`config.mk`:
```
export PLATFORM = sky130hd
export DESIGN_NAME = fsoc_failsafe_output_control
export DESIGN_NICKNAME = d
export VERILOG_FILES = /design/src/core/fsoc_pkg.sv /design/src/core/fsoc_failsafe_output_control.sv
export SDC_FILE = /design/constraint.sdc
export NUM_CORES = 1
export LEC_CHECK = 0
export BUFFER_PORTS_ARGS = -buffer_cell sky130_fd_sc_hd__buf_2
export CAP_MARGIN = 10
export CORE_UTILIZATION = 35
export DETAILED_ROUTE_END_ITERATION = 12
export HOLD_SLACK_MARGIN = 0.15
export PLACE_DENSITY = 0.51
export SLEW_MARGIN = 20
export SYNTH_ARGS = -nofsm -noshare
export SYNTH_HDL_FRONTEND = slang
export SYNTH_SLANG_ARGS = --single-unit
```
`constraint.sdc`:
```
create_clock -name clk -period 2.9 [get_ports clk]
set_input_delay 0.29 -clock clk [delete_from_list [all_inputs] [get_ports clk]]
set_output_delay 0.29 -clock clk [all_outputs]
set_load 0.02 [all_outputs]
```
`src/core/fsoc_pkg.sv`:
```
package fsoc_pkg;

  // register map
  localparam logic [6:0] FSOC_FAILSAFE_CONTROL_ADDR = 7'h02;
  localparam logic [7:0] FSOC_FAILSAFE_CONTROL_RST  = 8'h00;
  localparam logic [1:0] FSOC_RCC_MAX               = 2'h3;

  // aux source select encodings
  localparam logic [1:0] FSOC_SRC_LOW    = 2'h0;
  localparam logic [1:0] FSOC_SRC_ACTIVE = 2'h1;
  localparam logic [1:0] FSOC_SRC_NORMAL = 2'h2;
  localparam logic [1:0] FSOC_SRC_TIMER  = 2'h3;

  // timing: clock and limp-home waveforms
  localparam longint FSOC_CLK_HZ       = 250_000_000;
  localparam longint FSOC_PWM_HZ       = 100;
  localparam longint FSOC_PWM_DUTY_PCT = 10;
  localparam longint FSOC_SQ_MILLIHZ   = 1_250;
  localparam longint FSOC_PWM_PERIOD_CYC = FSOC_CLK_HZ / FSOC_PWM_HZ;
  localparam longint FSOC_PWM_HIGH_CYC   =
    FSOC_PWM_PERIOD_CYC * FSOC_PWM_DUTY_PCT / 100;
  localparam longint FSOC_SQ_HALF_CYC    =
    FSOC_CLK_HZ * 1000 / FSOC_SQ_MILLIHZ / 2;

  // field layout of the fail-safe control register
  typedef struct packed {
    logic [1:0] aux_out_battery_shutdown; // bits 7:6
    logic       aux_out_drive_select;     // bit 5
    logic [1:0] aux_out_source_select;    // bits 4:3
    logic       fallback_request;         // bit 2
    logic [1:0] reset_event_counter;      // bits 1:0
  } fsoc_ctrl_t;

  // device mode reported by the mode controller
  typedef enum logic [4:0] {
    FSOC_MODE_NORMAL  = 5'b00001,
    FSOC_MODE_STANDBY = 5'b00010,
    FSOC_MODE_RESET   = 5'b00100,
    FSOC_MODE_SLEEP   = 5'b01000,
    FSOC_MODE_OFF     = 5'b10000
  } fsoc_mode_t;

  // fail-safe supervisor state
  typedef enum logic [3:0] {
    FSOC_ST_RUN      = 4'b0001,
    FSOC_ST_OVERLOAD = 4'b0010,
    FSOC_ST_RELEASE  = 4'b0100,
    FSOC_ST_PROTECT  = 4'b1000
  } fsoc_state_t;

endpackage

```
`src/core/fsoc_failsafe_output_control.sv`:
```
`timescale 1ns/10ps
`default_nettype none
module fsoc_failsafe_output_control
  import fsoc_pkg::*;
#(
  parameter int unsigned PWM_PERIOD_CYC = 32'(FSOC_PWM_PERIOD_CYC),
  parameter int unsigned PWM_HIGH_CYC   = 32'(FSOC_PWM_HIGH_CYC),
  parameter int unsigned SQ_HALF_CYC    = 32'(FSOC_SQ_HALF_CYC)
) (
  input  wire logic       clk,                  // 250 MHz clock
  input  wire logic       system_reset_out_n,                 // async reset, active low
  input  wire logic       reg_wr_en,            // spi register write strobe
  input  wire logic       reg_rd_en,            // spi register read strobe
  input  wire logic [6:0] reg_addr,             // spi register address
  input  wire logic [7:0] reg_wdata,            // spi write data
  output logic      [7:0] reg_rdata,            // read data, next cycle
  input  wire fsoc_mode_t sbc_mode,             // mode from mode control
  input  wire logic       sys_reset_evt,        // pulse: reset mode entry
  input  wire logic       bat_smps_uv,          // smps battery undervoltage
  input  wire logic       bat_uv,               // battery monitor undervolt
  input  wire logic       bat_ov,               // battery monitor overvolt
  input  wire logic       timer2_out,           // timer 2 output level
  input  wire logic       ot_activate,          // overtemp activation flag
  input  wire logic       ot_release,           // overtemp release flag
  input  wire logic       ot_warning,           // overtemp warning flag
  input  wire logic       otw_irq_enable,       // warning irq enable
  input  wire logic [2:0] limp_pin_cfg,         // nv config pins 4,3,2
  output logic            aux_out_o,            // aux output level
  output logic            aux_out_oe,           // aux output enable
  output logic            fallback_out_o,       // fallback pin level
  output logic            fallback_out_oe,      // fallback pin pull-down
  output logic            system_reset_out_n_o, // reset pin level
  output logic            system_reset_out_n_oe,// reset pin pull-down
  output logic            highvolt_pin_2,       // pin 2 high-side on
  output logic            highvolt_pin_3,       // pin 3 high-side on
  output logic            highvolt_pin_4,       // pin 4 high-side on
  output logic            highvolt_failsafe,    // hv pins fail-safe state
  output logic            supplies_off,         // converter/xcvr/regs off
  output logic            overload_active,      // overload mode flag
  output logic            protect_active,       // failsafe_protect_mode
  output logic            reset_mode_req,       // pulse: go through reset
  output logic            overheat_warning_irq  // pulse: warning irq
);

  fsoc_ctrl_t  ctrl_reg;
  fsoc_state_t state_reg;
  fsoc_state_t state_next;
  logic [2:0]  lh_cfg_reg;
  logic        cfg_loaded_reg;
  logic [31:0] pwm_cnt_reg;
  logic [31:0] sq_cnt_reg;
  logic        sq_level_reg;
  logic        off_seen_reg;
  logic        warn_seen_reg;
  logic        aux_level_reg;
  logic        wr_hit;
  logic        off_entry;
  logic        rcc_full_reset;
  logic        enter_overload;
  logic        enter_protect;
  logic        aux_shutdown;
  logic        aux_source;
  logic        limp_on;

  assign wr_hit    = reg_wr_en && (reg_addr == FSOC_FAILSAFE_CONTROL_ADDR);
  assign off_entry = (sbc_mode == FSOC_MODE_OFF) && !off_seen_reg;
  assign limp_on   = ctrl_reg.fallback_request;

  // reset into reset mode with the counter full is a serious failure
  assign rcc_full_reset = sys_reset_evt && (state_reg == FSOC_ST_RUN) &&
                          (ctrl_reg.reset_event_counter == FSOC_RCC_MAX);
  assign enter_overload = ot_activate && (state_reg != FSOC_ST_OVERLOAD);
  assign enter_protect  = rcc_full_reset && !ot_activate;

  // supervisor: overload has priority over protect mode
  always_comb begin
    state_next = state_reg;
    unique case (state_reg)
      FSOC_ST_RUN: begin
        if (ot_activate) begin
          state_next = FSOC_ST_OVERLOAD;
        end else if (rcc_full_reset) begin
          state_next = FSOC_ST_PROTECT;
        end
      end
      FSOC_ST_OVERLOAD: begin
        if (ot_release) begin
          state_next = FSOC_ST_RELEASE;
        end
      end
      FSOC_ST_RELEASE: begin
        state_next = ot_activate ? FSOC_ST_OVERLOAD : FSOC_ST_RUN;
      end
      FSOC_ST_PROTECT: begin
        if (ot_activate) begin
          state_next = FSOC_ST_OVERLOAD;
        end else if (sbc_mode == FSOC_MODE_OFF) begin
          state_next = FSOC_ST_RUN;
        end
      end
    endcase
  end

  always_ff @(posedge clk or negedge system_reset_out_n) begin
    if (!system_reset_out_n) begin
      state_reg <= FSOC_ST_RUN;
    end else begin
      state_reg <= state_next;
    end
  end

  // off-mode edge detector, so off entry clears the bit only once
  always_ff @(posedge clk or negedge system_reset_out_n) begin
    if (!system_reset_out_n) begin
      off_seen_reg <= 1'b0;
    end else begin
      off_seen_reg <= (sbc_mode == FSOC_MODE_OFF);
    end
  end

  // control register; hardware events win over a same-cycle spi write
  always_ff @(posedge clk or negedge system_reset_out_n) begin
    if (!system_reset_out_n) begin
      ctrl_reg <= FSOC_FAILSAFE_CONTROL_RST;
    end else begin
      if (wr_hit) begin
        ctrl_reg <= fsoc_ctrl_t'(reg_wdata);
      end
      if (sys_reset_evt && !bat_smps_uv &&
          ctrl_reg.reset_event_counter != FSOC_RCC_MAX) begin
        ctrl_reg.reset_event_counter <=
          ctrl_reg.reset_event_counter + 2'h1;
      end
      if (off_entry) begin
        ctrl_reg.fallback_request <= 1'b0;
      end
      if (enter_overload || enter_protect) begin
        ctrl_reg.fallback_request <= 1'b1;
      end
    end
  end

  // register read data is registered; unmapped addresses read zero
  always_ff @(posedge clk or negedge system_reset_out_n) begin
    if (!system_reset_out_n) begin
      reg_rdata <= 8'h00;
    end else if (reg_rd_en) begin
      reg_rdata <= (reg_addr == FSOC_FAILSAFE_CONTROL_ADDR) ?
                   8'(ctrl_reg) : 8'h00;
    end
  end

  // limp pin selection is caught once, the cycle after reset release
  always_ff @(posedge clk or negedge system_reset_out_n) begin
    if (!system_reset_out_n) begin
      lh_cfg_reg     <= 3'h0;
      cfg_loaded_reg <= 1'b0;
    end else if (!cfg_loaded_reg) begin
      lh_cfg_reg     <= limp_pin_cfg;
      cfg_loaded_reg <= 1'b1;
    end
  end

  // aux level: shutdown overrides the source select in normal mode while the supervisor is in the run state
  always_comb begin
    aux_shutdown = (sbc_mode == FSOC_MODE_NORMAL) &&
                   state_reg == FSOC_ST_RUN &&
                   ((ctrl_reg.aux_out_battery_shutdown[0] && bat_uv) ||
                    (ctrl_reg.aux_out_battery_shutdown[1] && bat_ov));
    unique case (ctrl_reg.aux_out_source_select)
      FSOC_SRC_LOW:    aux_source = 1'b0;
      FSOC_SRC_ACTIVE: aux_source = state_reg == FSOC_ST_RUN &&
                         (sbc_mode == FSOC_MODE_NORMAL ||
                          sbc_mode == FSOC_MODE_RESET ||
                          sbc_mode == FSOC_MODE_STANDBY);
      FSOC_SRC_NORMAL: aux_source = state_reg == FSOC_ST_RUN &&
                         sbc_mode == FSOC_MODE_NORMAL;
      FSOC_SRC_TIMER:  aux_source = timer2_out;
    endcase
  end

  always_ff @(posedge clk or negedge system_reset_out_n) begin
    if (!system_reset_out_n) begin
      aux_level_reg <= 1'b0;
    end else begin
      aux_level_reg <= aux_source && !aux_shutdown;
    end
  end

  // open-drain keeps the same logic but never drives high
  assign aux_out_o  = ctrl_reg.aux_out_drive_select ? 1'b0 : aux_level_reg;
  assign aux_out_oe = ctrl_reg.aux_out_drive_select ?
                      !aux_level_reg : 1'b1;

  // fallback pin follows the bit directly so clearing releases at once
  assign fallback_out_o  = 1'b0;
  assign fallback_out_oe = ctrl_reg.fallback_request;

  // reset pin held low through overload and the release step
  assign system_reset_out_n_o  = 1'b0;
  assign system_reset_out_n_oe = (state_reg == FSOC_ST_OVERLOAD) ||
                                 (state_reg == FSOC_ST_RELEASE);
  assign overload_active   = (state_reg == FSOC_ST_OVERLOAD);
  assign supplies_off      = (state_reg == FSOC_ST_OVERLOAD);
  assign highvolt_failsafe = (state_reg == FSOC_ST_OVERLOAD);
  assign protect_active    = (state_reg == FSOC_ST_PROTECT);
  assign reset_mode_req    = (state_reg == FSOC_ST_RELEASE);

  // limp waveform counters run only while limp home is active,
  // so each activation starts with a fresh high phase
  always_ff @(posedge clk or negedge system_reset_out_n) begin
    if (!system_reset_out_n) begin
      pwm_cnt_reg <= 32'h0000_0000;
    end else if (!limp_on || pwm_cnt_reg == PWM_PERIOD_CYC - 1) begin
      pwm_cnt_reg <= 32'h0000_0000;
    end else begin
      pwm_cnt_reg <= pwm_cnt_reg + 32'h0000_0001;
    end
  end

  always_ff @(posedge clk or negedge system_reset_out_n) begin
    if (!system_reset_out_n) begin
      sq_cnt_reg   <= 32'h0000_0000;
      sq_level_reg <= 1'b1;
    end else if (!limp_on) begin
      sq_cnt_reg   <= 32'h0000_0000;
      sq_level_reg <= 1'b1;
    end else if (sq_cnt_reg == SQ_HALF_CYC - 1) begin
      sq_cnt_reg   <= 32'h0000_0000;
      sq_level_reg <= !sq_level_reg;
    end else begin
      sq_cnt_reg <= sq_cnt_reg + 32'h0000_0001;
    end
  end

  // high-side drivers, registered to keep the pins glitch free
  always_ff @(posedge clk or negedge system_reset_out_n) begin
    if (!system_reset_out_n) begin
      highvolt_pin_2 <= 1'b0;
      highvolt_pin_3 <= 1'b0;
      highvolt_pin_4 <= 1'b0;
    end else begin
      highvolt_pin_2 <= lh_cfg_reg[0] && limp_on;
      highvolt_pin_3 <= lh_cfg_reg[1] && limp_on &&
                        (pwm_cnt_reg < PWM_HIGH_CYC);
      highvolt_pin_4 <= lh_cfg_reg[2] && limp_on && sq_level_reg;
    end
  end

  // warning interrupt is one pulse per rising warning flag
  always_ff @(posedge clk or negedge system_reset_out_n) begin
    if (!system_reset_out_n) begin
      warn_seen_reg        <= 1'b0;
      overheat_warning_irq <= 1'b0;
    end else begin
      warn_seen_reg        <= ot_warning;
      overheat_warning_irq <= ot_warning && !warn_seen_reg &&
                              otw_irq_enable;
    end
  end

  aux_od_float_a: assert property (@(posedge clk) disable iff (!system_reset_out_n)
    ctrl_reg.aux_out_drive_select && aux_level_reg |-> !aux_out_oe)
    else $error("aux driven while open-drain high");
  aux_shutdown_a: assert property (@(posedge clk) disable iff (!system_reset_out_n)
    aux_shutdown |=> !aux_level_reg)
    else $error("aux not forced low on battery fault");
  aux_src_low_a: assert property (@(posedge clk) disable iff (!system_reset_out_n)
    ctrl_reg.aux_out_source_select == FSOC_SRC_LOW &&
    $stable(ctrl_reg) |=> !aux_level_reg)
    else $error("aux high with source low");
  fallback_pin_a: assert property (@(posedge clk) disable iff (!system_reset_out_n)
    fallback_out_oe == ctrl_reg.fallback_request && !fallback_out_o)
    else $error("fallback pin mismatch");
  fallback_set_a: assert property (@(posedge clk) disable iff (!system_reset_out_n)
    enter_overload |=> ctrl_reg.fallback_request && overload_active)
    else $error("overload entry did not set fallback");
  off_clear_a: assert property (@(posedge clk) disable iff (!system_reset_out_n)
    off_entry && !enter_overload && !enter_protect |=> !fallback_out_oe)
    else $error("off entry kept fallback");
  rcc_incr_a: assert property (@(posedge clk) disable iff (!system_reset_out_n)
    sys_reset_evt && !bat_smps_uv && !wr_hit &&
    ctrl_reg.reset_event_counter < FSOC_RCC_MAX |=>
    ctrl_reg.reset_event_counter == $past(ctrl_reg.reset_event_counter) + 1)
    else $error("reset counter did not increment");
  protect_entry_a: assert property (@(posedge clk) disable iff (!system_reset_out_n)
    enter_protect |=> protect_active && ctrl_reg.fallback_request)
    else $error("full counter reset missed protect");
  release_path_a: assert property (@(posedge clk) disable iff (!system_reset_out_n)
    overload_active && ot_release |=> reset_mode_req && system_reset_out_n_oe
    ##1 !overload_active || $past(ot_activate))
    else $error("overload release skipped reset");
  overload_off_a: assert property (@(posedge clk) disable iff (!system_reset_out_n)
    overload_active |-> supplies_off && highvolt_failsafe &&
    system_reset_out_n_oe)
    else $error("overload outputs wrong");
  warn_irq_a: assert property (@(posedge clk) disable iff (!system_reset_out_n)
    $rose(ot_warning) && otw_irq_enable |=> overheat_warning_irq)
    else $error("warning irq missing");
  hv2_static_a: assert property (@(posedge clk) disable iff (!system_reset_out_n)
    lh_cfg_reg[0] && limp_on && cfg_loaded_reg |=> highvolt_pin_2)
    else $error("pin 2 not driven in limp home");

endmodule
`default_nettype wire

```
==> results of run 1 <==
-- area by class of cell --
class / instances / area [µm²]
Fill cell: 1318 / 7730
Sequential cell: 96 / 2400
Multi-Input combinational cell: 364 / 2240
Timing Repair Buffer: 63 / 368
Clock buffer: 11 / 243
Tap cell: 176 / 220
Inverter: 22 / 82.6
Clock inverter: 5 / 56.3
-- worst max-delay path, stage by stage (launching register included) --
cell	delay, ns
dfrtp_1	0.39
ha_1	0.24
nand4_2	0.19
or4_1	0.83
or4_1	0.58
a21oi_1	0.15
-- metal layers --
layer,GRT usage,vias to the layer above
met1,0.215,1872
met3,0.0302,10
li1,-,1935
met2,0.246,75
met5,0,-
met4,0.0711,0
-- power by group --
part           total [mW]  internal (mW)  switching (mW)
clock network        1.19          0.691           0.495
logic               0.596          0.261           0.335
registers            1.67           1.50           0.173
-- through the flow --
step	cells	utilization	worst slack [ns]	power, mW
CTS	737	0.421	0.429	3.50
detailed placement	718	0.396	0.442	2.29
global route	737	0.421	0.266	3.67
global placement	718	0.396	0.502	2.28
floorplan	506	-	0.811	2.09
finish	737	0.421	0.431	3.45
-- logic make-up after synthesis --
group                      Yosys count  synth area share
DFF                                 96             0.499
and+or+nand+nor                    225             0.257
AOI/OAI and AO/OA                   95             0.118
buffers and inverters               46            0.0421
adders and majority gates            3           0.00779
xor gates and xnor gates            26            0.0473
other                                2           0.00156
muxes                               12            0.0273
-- cells in the final DEF (no fill, tap or decap), types with 4 or more instances in the layout --
cell type,instances
a21oi_1,37
and2_1,5
and3_1,8
and4_1,4
buf_2,55
clkbuf_16,9
dfrtp_1,94
inv_1,22
mux2_2,9
nand2_1,37
nand3_1,26
nand4_1,16
nor2_1,45
nor3_1,7
nor4_1,14
o21ai_0,27
o31ai_1,19
or3_1,21
or4_1,24
xnor2_1,19
xor2_1,7
-- how the worst max path moves through the flow --
stage                       to  slack (ns)  depth (start not counted)
2_1_floorplan  pwm_cnt_reg[26]        0.81                          6
3_3_place_gp   pwm_cnt_reg[22]        0.50                          5
3_5_place_dp   pwm_cnt_reg[24]        0.44                          5
4_1_cts        pwm_cnt_reg[24]        0.43                          5
5_1_grt         sq_cnt_reg[25]        0.27                          4
6_report       pwm_cnt_reg[24]        0.43                          5
==> flow_summary_export.csv, run 1 <==
group,metric,value,unit
finish,diodes,0,
timing,max_slew.worst_pin.slew,0.638,ns
cts,cts_resized,0,
finish,area_growth,16.5,%
worst_setup_path,worstSetupEndpointType,"flop",
cts,cts.htree.levels,3,
timing,fin_skew,0.00776,ns
routing,drt_wl_total,10.4,mm
pwr,powerDensity,615,nW/µm²
grt,grt_antenna_before_repair,0,
logic_synthesis,async_flop_share,1.00,
floorplan,die_w,119,µm
grt,grt_pass1_wl,18.2,mm
routing,first_pass_iters,4,
timing,min_period_over_period,0.852,
pwr,vdd_ir_drop_max,0.343,mV
grt,overflow,0,
logic_synthesis,synth.area.top_cells,"dfrtp_1, a21oi_1, or4_1",
worst_setup_path,reg2reg_slack,0.43,ns
routing,dr.first_iter.drc_count,151,
finish,layout-drive-gt1-share,0.168,
grt,grt_pass1_vias,3845,
floorplan,rows,42,
placed_design,dpl-instance-area,5280,µm²
hold_path,holdPathEnd,"ctrl_reg[6]",
routing,m1WireLength,5.08,mm
logic_synthesis,ys_warn_count,0,
floorplan,initial_core_util,0.361,
floorplan,ios,59,
logic_synthesis,synthFlopType,"dfrtp_1",
cts,cts_tree,"done",
cts,worstSkewPairLatency,0.34,ns
logic_synthesis,seq_area_frac_synth,0.499,
floorplan,coreArea,13300,µm²
cts,clkSinkCount,96,
routing,wl_per_cell,14.1,µm
grt,grtUsageTotal,0.159,
placed_design,place_hpwl,7.21,mm
logic_synthesis,syn_inst,505,
logic_synthesis,ys_types,49,
worst_setup_path,critPathArrivalTime,2.73,ns
worst_setup_path,worstSetupPathType,"reg -> reg",
worst_setup_path,critPathMaxFanout,17,
routing,wl_met3,492,µm
routing,drc_errors,0,
timing,finalHoldViolCount,0,
timing,whs,0.175,ns
floorplan,die_area,14200,µm²
timing,setup_tns,0,ns
placed_design,routabilityCongestion,0.755,
hold_path,hold_start,"reg_wdata[6]",
finish,stdcell_area,5610,µm²
timing,rsz0062_at_grt,"false",
logic_synthesis,avgSynthCellArea,9.54,µm²
hold_path,min_path_type,"in -> reg",
timing,max_freq,0.405,GHz
logic_synthesis,synth.most_common_cell,"dfrtp_1",
worst_setup_path,critPathLaunchType,"flop",
timing,post-route-min-period,2.47,ns
cts,cts_buffers,9,
cts,clock_path_buffers,2,
routing,routed-wl-met2,4.63,mm
pwr,p_leak,2.39,nW
routing,highest_layer,"met4",
routing,ant_nets,0,
hold_path,min_path_cells,2,
timing,slew_headroom,0.575,
worst_setup_path,worstReg2RegStart,"pwm_cnt_reg[0]",
floorplan,dieHeight,119,µm
timing,setup_viol,0,
timing,maxSlewViolCount,0,
worst_setup_path,worst_r2r_path_depth,5,
worst_setup_path,required,3.16,ns
routing,viasPerCell,5.28,
logic_synthesis,synth_enable_flop_cells,0,
cts,cts_hold_buffers,3,
logic_synthesis,synth_top_area_share,0.488,
status,status,"finished clean",
logic_synthesis,synthesis.area,4820,µm²
logic_synthesis,yosys.area.top_type,"dfrtp_1",
placed_design,io_buffers,56,
cts,post_cts_buffers,0,
finish,final_nets,595,
worst_setup_path,cp-startpoint,"pwm_cnt_reg[0]",
logic_synthesis,synthTopCellsByCount,"dfrtp_1, nor2_1, a21oi_1, nand2_1, o21ai_0",
worst_setup_path,r2r_end,"pwm_cnt_reg[24]",
cts,path_clk_slew,0.07,ns
logic_synthesis,synth_seq_cells,96,
routing,via_count,3892,
grt,grt_max_degree,50,
job,maxCapViolations,0,
cts,root_buffer,"clkbuf_16",
Note: power is estimated with default switching activity, not from simulation.
==> inputs of run 2 (changes only) <==
==> constraint.sdc (replaced) <==
create_clock -name clk -period 2.7 [get_ports clk]
set_input_delay 0.27 -clock clk [delete_from_list [all_inputs] [get_ports clk]]
set_output_delay 0.27 -clock clk [all_outputs]
set_load 0.02 [all_outputs]
==> run 2 against run 1 <==
Net effect: total power grew 5.8%; first-iteration DRC count shrank 23%; global-route usage grew 0.69 points; count of clock-buffer cells in the layout shrank 1; critical path depth shrank 1; combinational power grew 10%; via count grew 2.4%; die area is the same; largest cell class unchanged.
==> flow_summary_export.csv, run 2 (synthesized netlist as in run 1, its figures left out) <==
group,metric,value,unit
grt,grt_max_degree,44,
floorplan,coreArea,13300,µm²
routing,first_pass_iters,4,
routing,wl_per_cell,14.4,µm
timing,slew_headroom,0.622,
cts,clkSinkCount,96,
grt,grt.busiest_layer,"met2",
floorplan,initial_core_util,0.361,
cts,cts_buffers,9,
timing,setup_tns,0,ns
routing,drc_errors,0,
floorplan,die_w,119,µm
worst_setup_path,r2r_end,"sq_cnt_reg[26]",
worst_setup_path,cpMostUsedCell,"or4_1",
routing,viasPerCell,5.33,
finish,stdcell_count,748,
routing,drt_wl_total,10.8,mm
finish,utilization,0.426,
placed_design,routabilityCongestion,0.778,
cts,cts.htree.levels,3,
timing,maxSlewViolCount,0,
grt,grt.met3_usage,0.0412,
finish,layout_commonest_cell,"dfrtp_1",
finish,final_nets,607,
worst_setup_path,critPathMaxStageDelay,0.79,ns
hold_path,min_path_type,"in -> reg",
hold_path,hold_start,"reg_wdata[6]",
finish,seqCellArea,2400,µm²
grt,grt_antenna_before_repair,0,
finish,fillerInstances,1339,
grt,grtUsageMet2,0.250,
worst_setup_path,cp-startpoint,"sq_cnt_reg[14]",
timing,fin_skew,0.00624,ns
routing,via_count,3986,
timing,setup_viol,0,
timing,finalHoldViolCount,0,
cts,root_buffer,"clkbuf_16",
grt,grtUsageTotal,0.166,
worst_setup_path,critPathMaxFanout,14,
cts,worstSkewPairLatency,0.34,ns
cts,clock_path_buffers,2,
placed_design,dpl-instance-area,5320,µm²
worst_setup_path,worstReg2RegStart,"sq_cnt_reg[14]",
cts,post_cts_buffers,0,
worst_setup_path,crit_slowest_cell,"or4_1",
worst_setup_path,worstSetupPathType,"reg -> reg",
pwr,powerDensity,642,nW/µm²
finish,final_cell_mix,"dfrtp_1, buf_2, nor2_1",
worst_setup_path,worst_r2r_path_depth,4,
routing,ant_nets,0,
worst_setup_path,path_cells,"nand4_1, or4_1, or4_1, a21oi_1",
timing,setup_ws,0.383,ns
worst_setup_path,worstSetupEndpointType,"flop",
timing,rsz0062_at_grt,"false",
cts,cts_tree,"done",
placed_design,pre_cts_slack,0.429,ns
placed_design,dp.cells,724,
finish,stdcell_area,5690,µm²
floorplan,dieHeight,119,µm
worst_setup_path,required,2.97,ns
status,status,"finished clean",
pwr,p_leak,2.42,nW
finish,multi_input_area,2240,µm²
grt,met1_usage,0.227,
placed_design,place_hpwl,7.53,mm
finish,area_growth,18.1,%
floorplan,rows,42,
worst_setup_path,critPathArrivalTime,2.58,ns
cts,cts_resized,0,
pwr,power.total,3.65,mW
finish,diodes,0,
timing,min_period_over_period,0.858,
placed_design,io_buffers,56,
job,maxCapViolations,0,
worst_setup_path,reg2reg_slack,0.38,ns
timing,max_freq,0.432,GHz
pwr,vdd_ir_drop_max,0.456,mV
routing,dr.first_iter.drc_count,116,
cts,path_clk_slew,0.07,ns
floorplan,die_area,14200,µm²
timing,whs,0.161,ns
worst_setup_path,critPathLaunchType,"flop",
grt,grt_pass1_wl,19.0,mm
timing,max_slew.worst_pin.slew,0.567,ns
worst_setup_path,crit_end,"sq_cnt_reg[26]",
floorplan,ios,59,
grt,grt_pass1_vias,3958,
grt,overflow,0,
timing,post-route-min-period,2.32,ns
finish,layout-drive-gt1-share,0.175,
-- run 2: area by class of cell --
| cell class | count | area share |
|---|---|---|
| flip-flops and latches | 96 | 0.423 |
| multi-input cells | 364 | 0.394 |
| repair buffers | 75 | 0.0810 |
| clock buffers | 10 | 0.0420 |
| well taps | 176 | 0.0387 |
| inverters | 22 | 0.0145 |
| clock inverters | 5 | 0.00726 |
-- run 2: what timing repair did --
action / CTS / global route
endpoints found under the setup margin: 0 / 0
hold buffers: 9 / 0
hold endpoints to repair: 48 / 0
-- run 2: routing by layer --
metal	part of all wire	vias to the layer above
li1	-	1960
met3	0.046	16
met1	0.50	1933
met4	0.017	0
met5	0	-
met2	0.44	77
-- run 2: report_power, final --
| group | switching, mW | total, mW | internal (mW) |
|---|---|---|---|
| clock | 0.555 | 1.21 | 0.653 |
| combinational | 0.369 | 0.658 | 0.289 |
| sequential | 0.180 | 1.79 | 1.61 |
| total | 1.10 | 3.65 | 2.55 |
-- run 2: how the worst min path moves through the flow --
| stage | end | slack, ns | depth (start not counted) |
|---|---|---|---|
| 2_1_floorplan | aux_level_reg | -0.03 | 0 |
| 3_3_place_gp | sq_cnt_reg[18] | 0.31 | 1 |
| 3_5_place_dp | sq_cnt_reg[18] | 0.31 | 1 |
| 4_1_cts | ctrl_reg[6] | 0.15 | 2 |
| 5_1_grt | ctrl_reg[6] | 0.16 | 2 |
| 6_report | ctrl_reg[6] | 0.16 | 2 |
-- run 2: worst max-delay path, delay by kind of cell, from the launching register on --
family          cells  cell delay, ns
compound gates      1            0.16
simple gates        3            1.66
flops               1            0.41
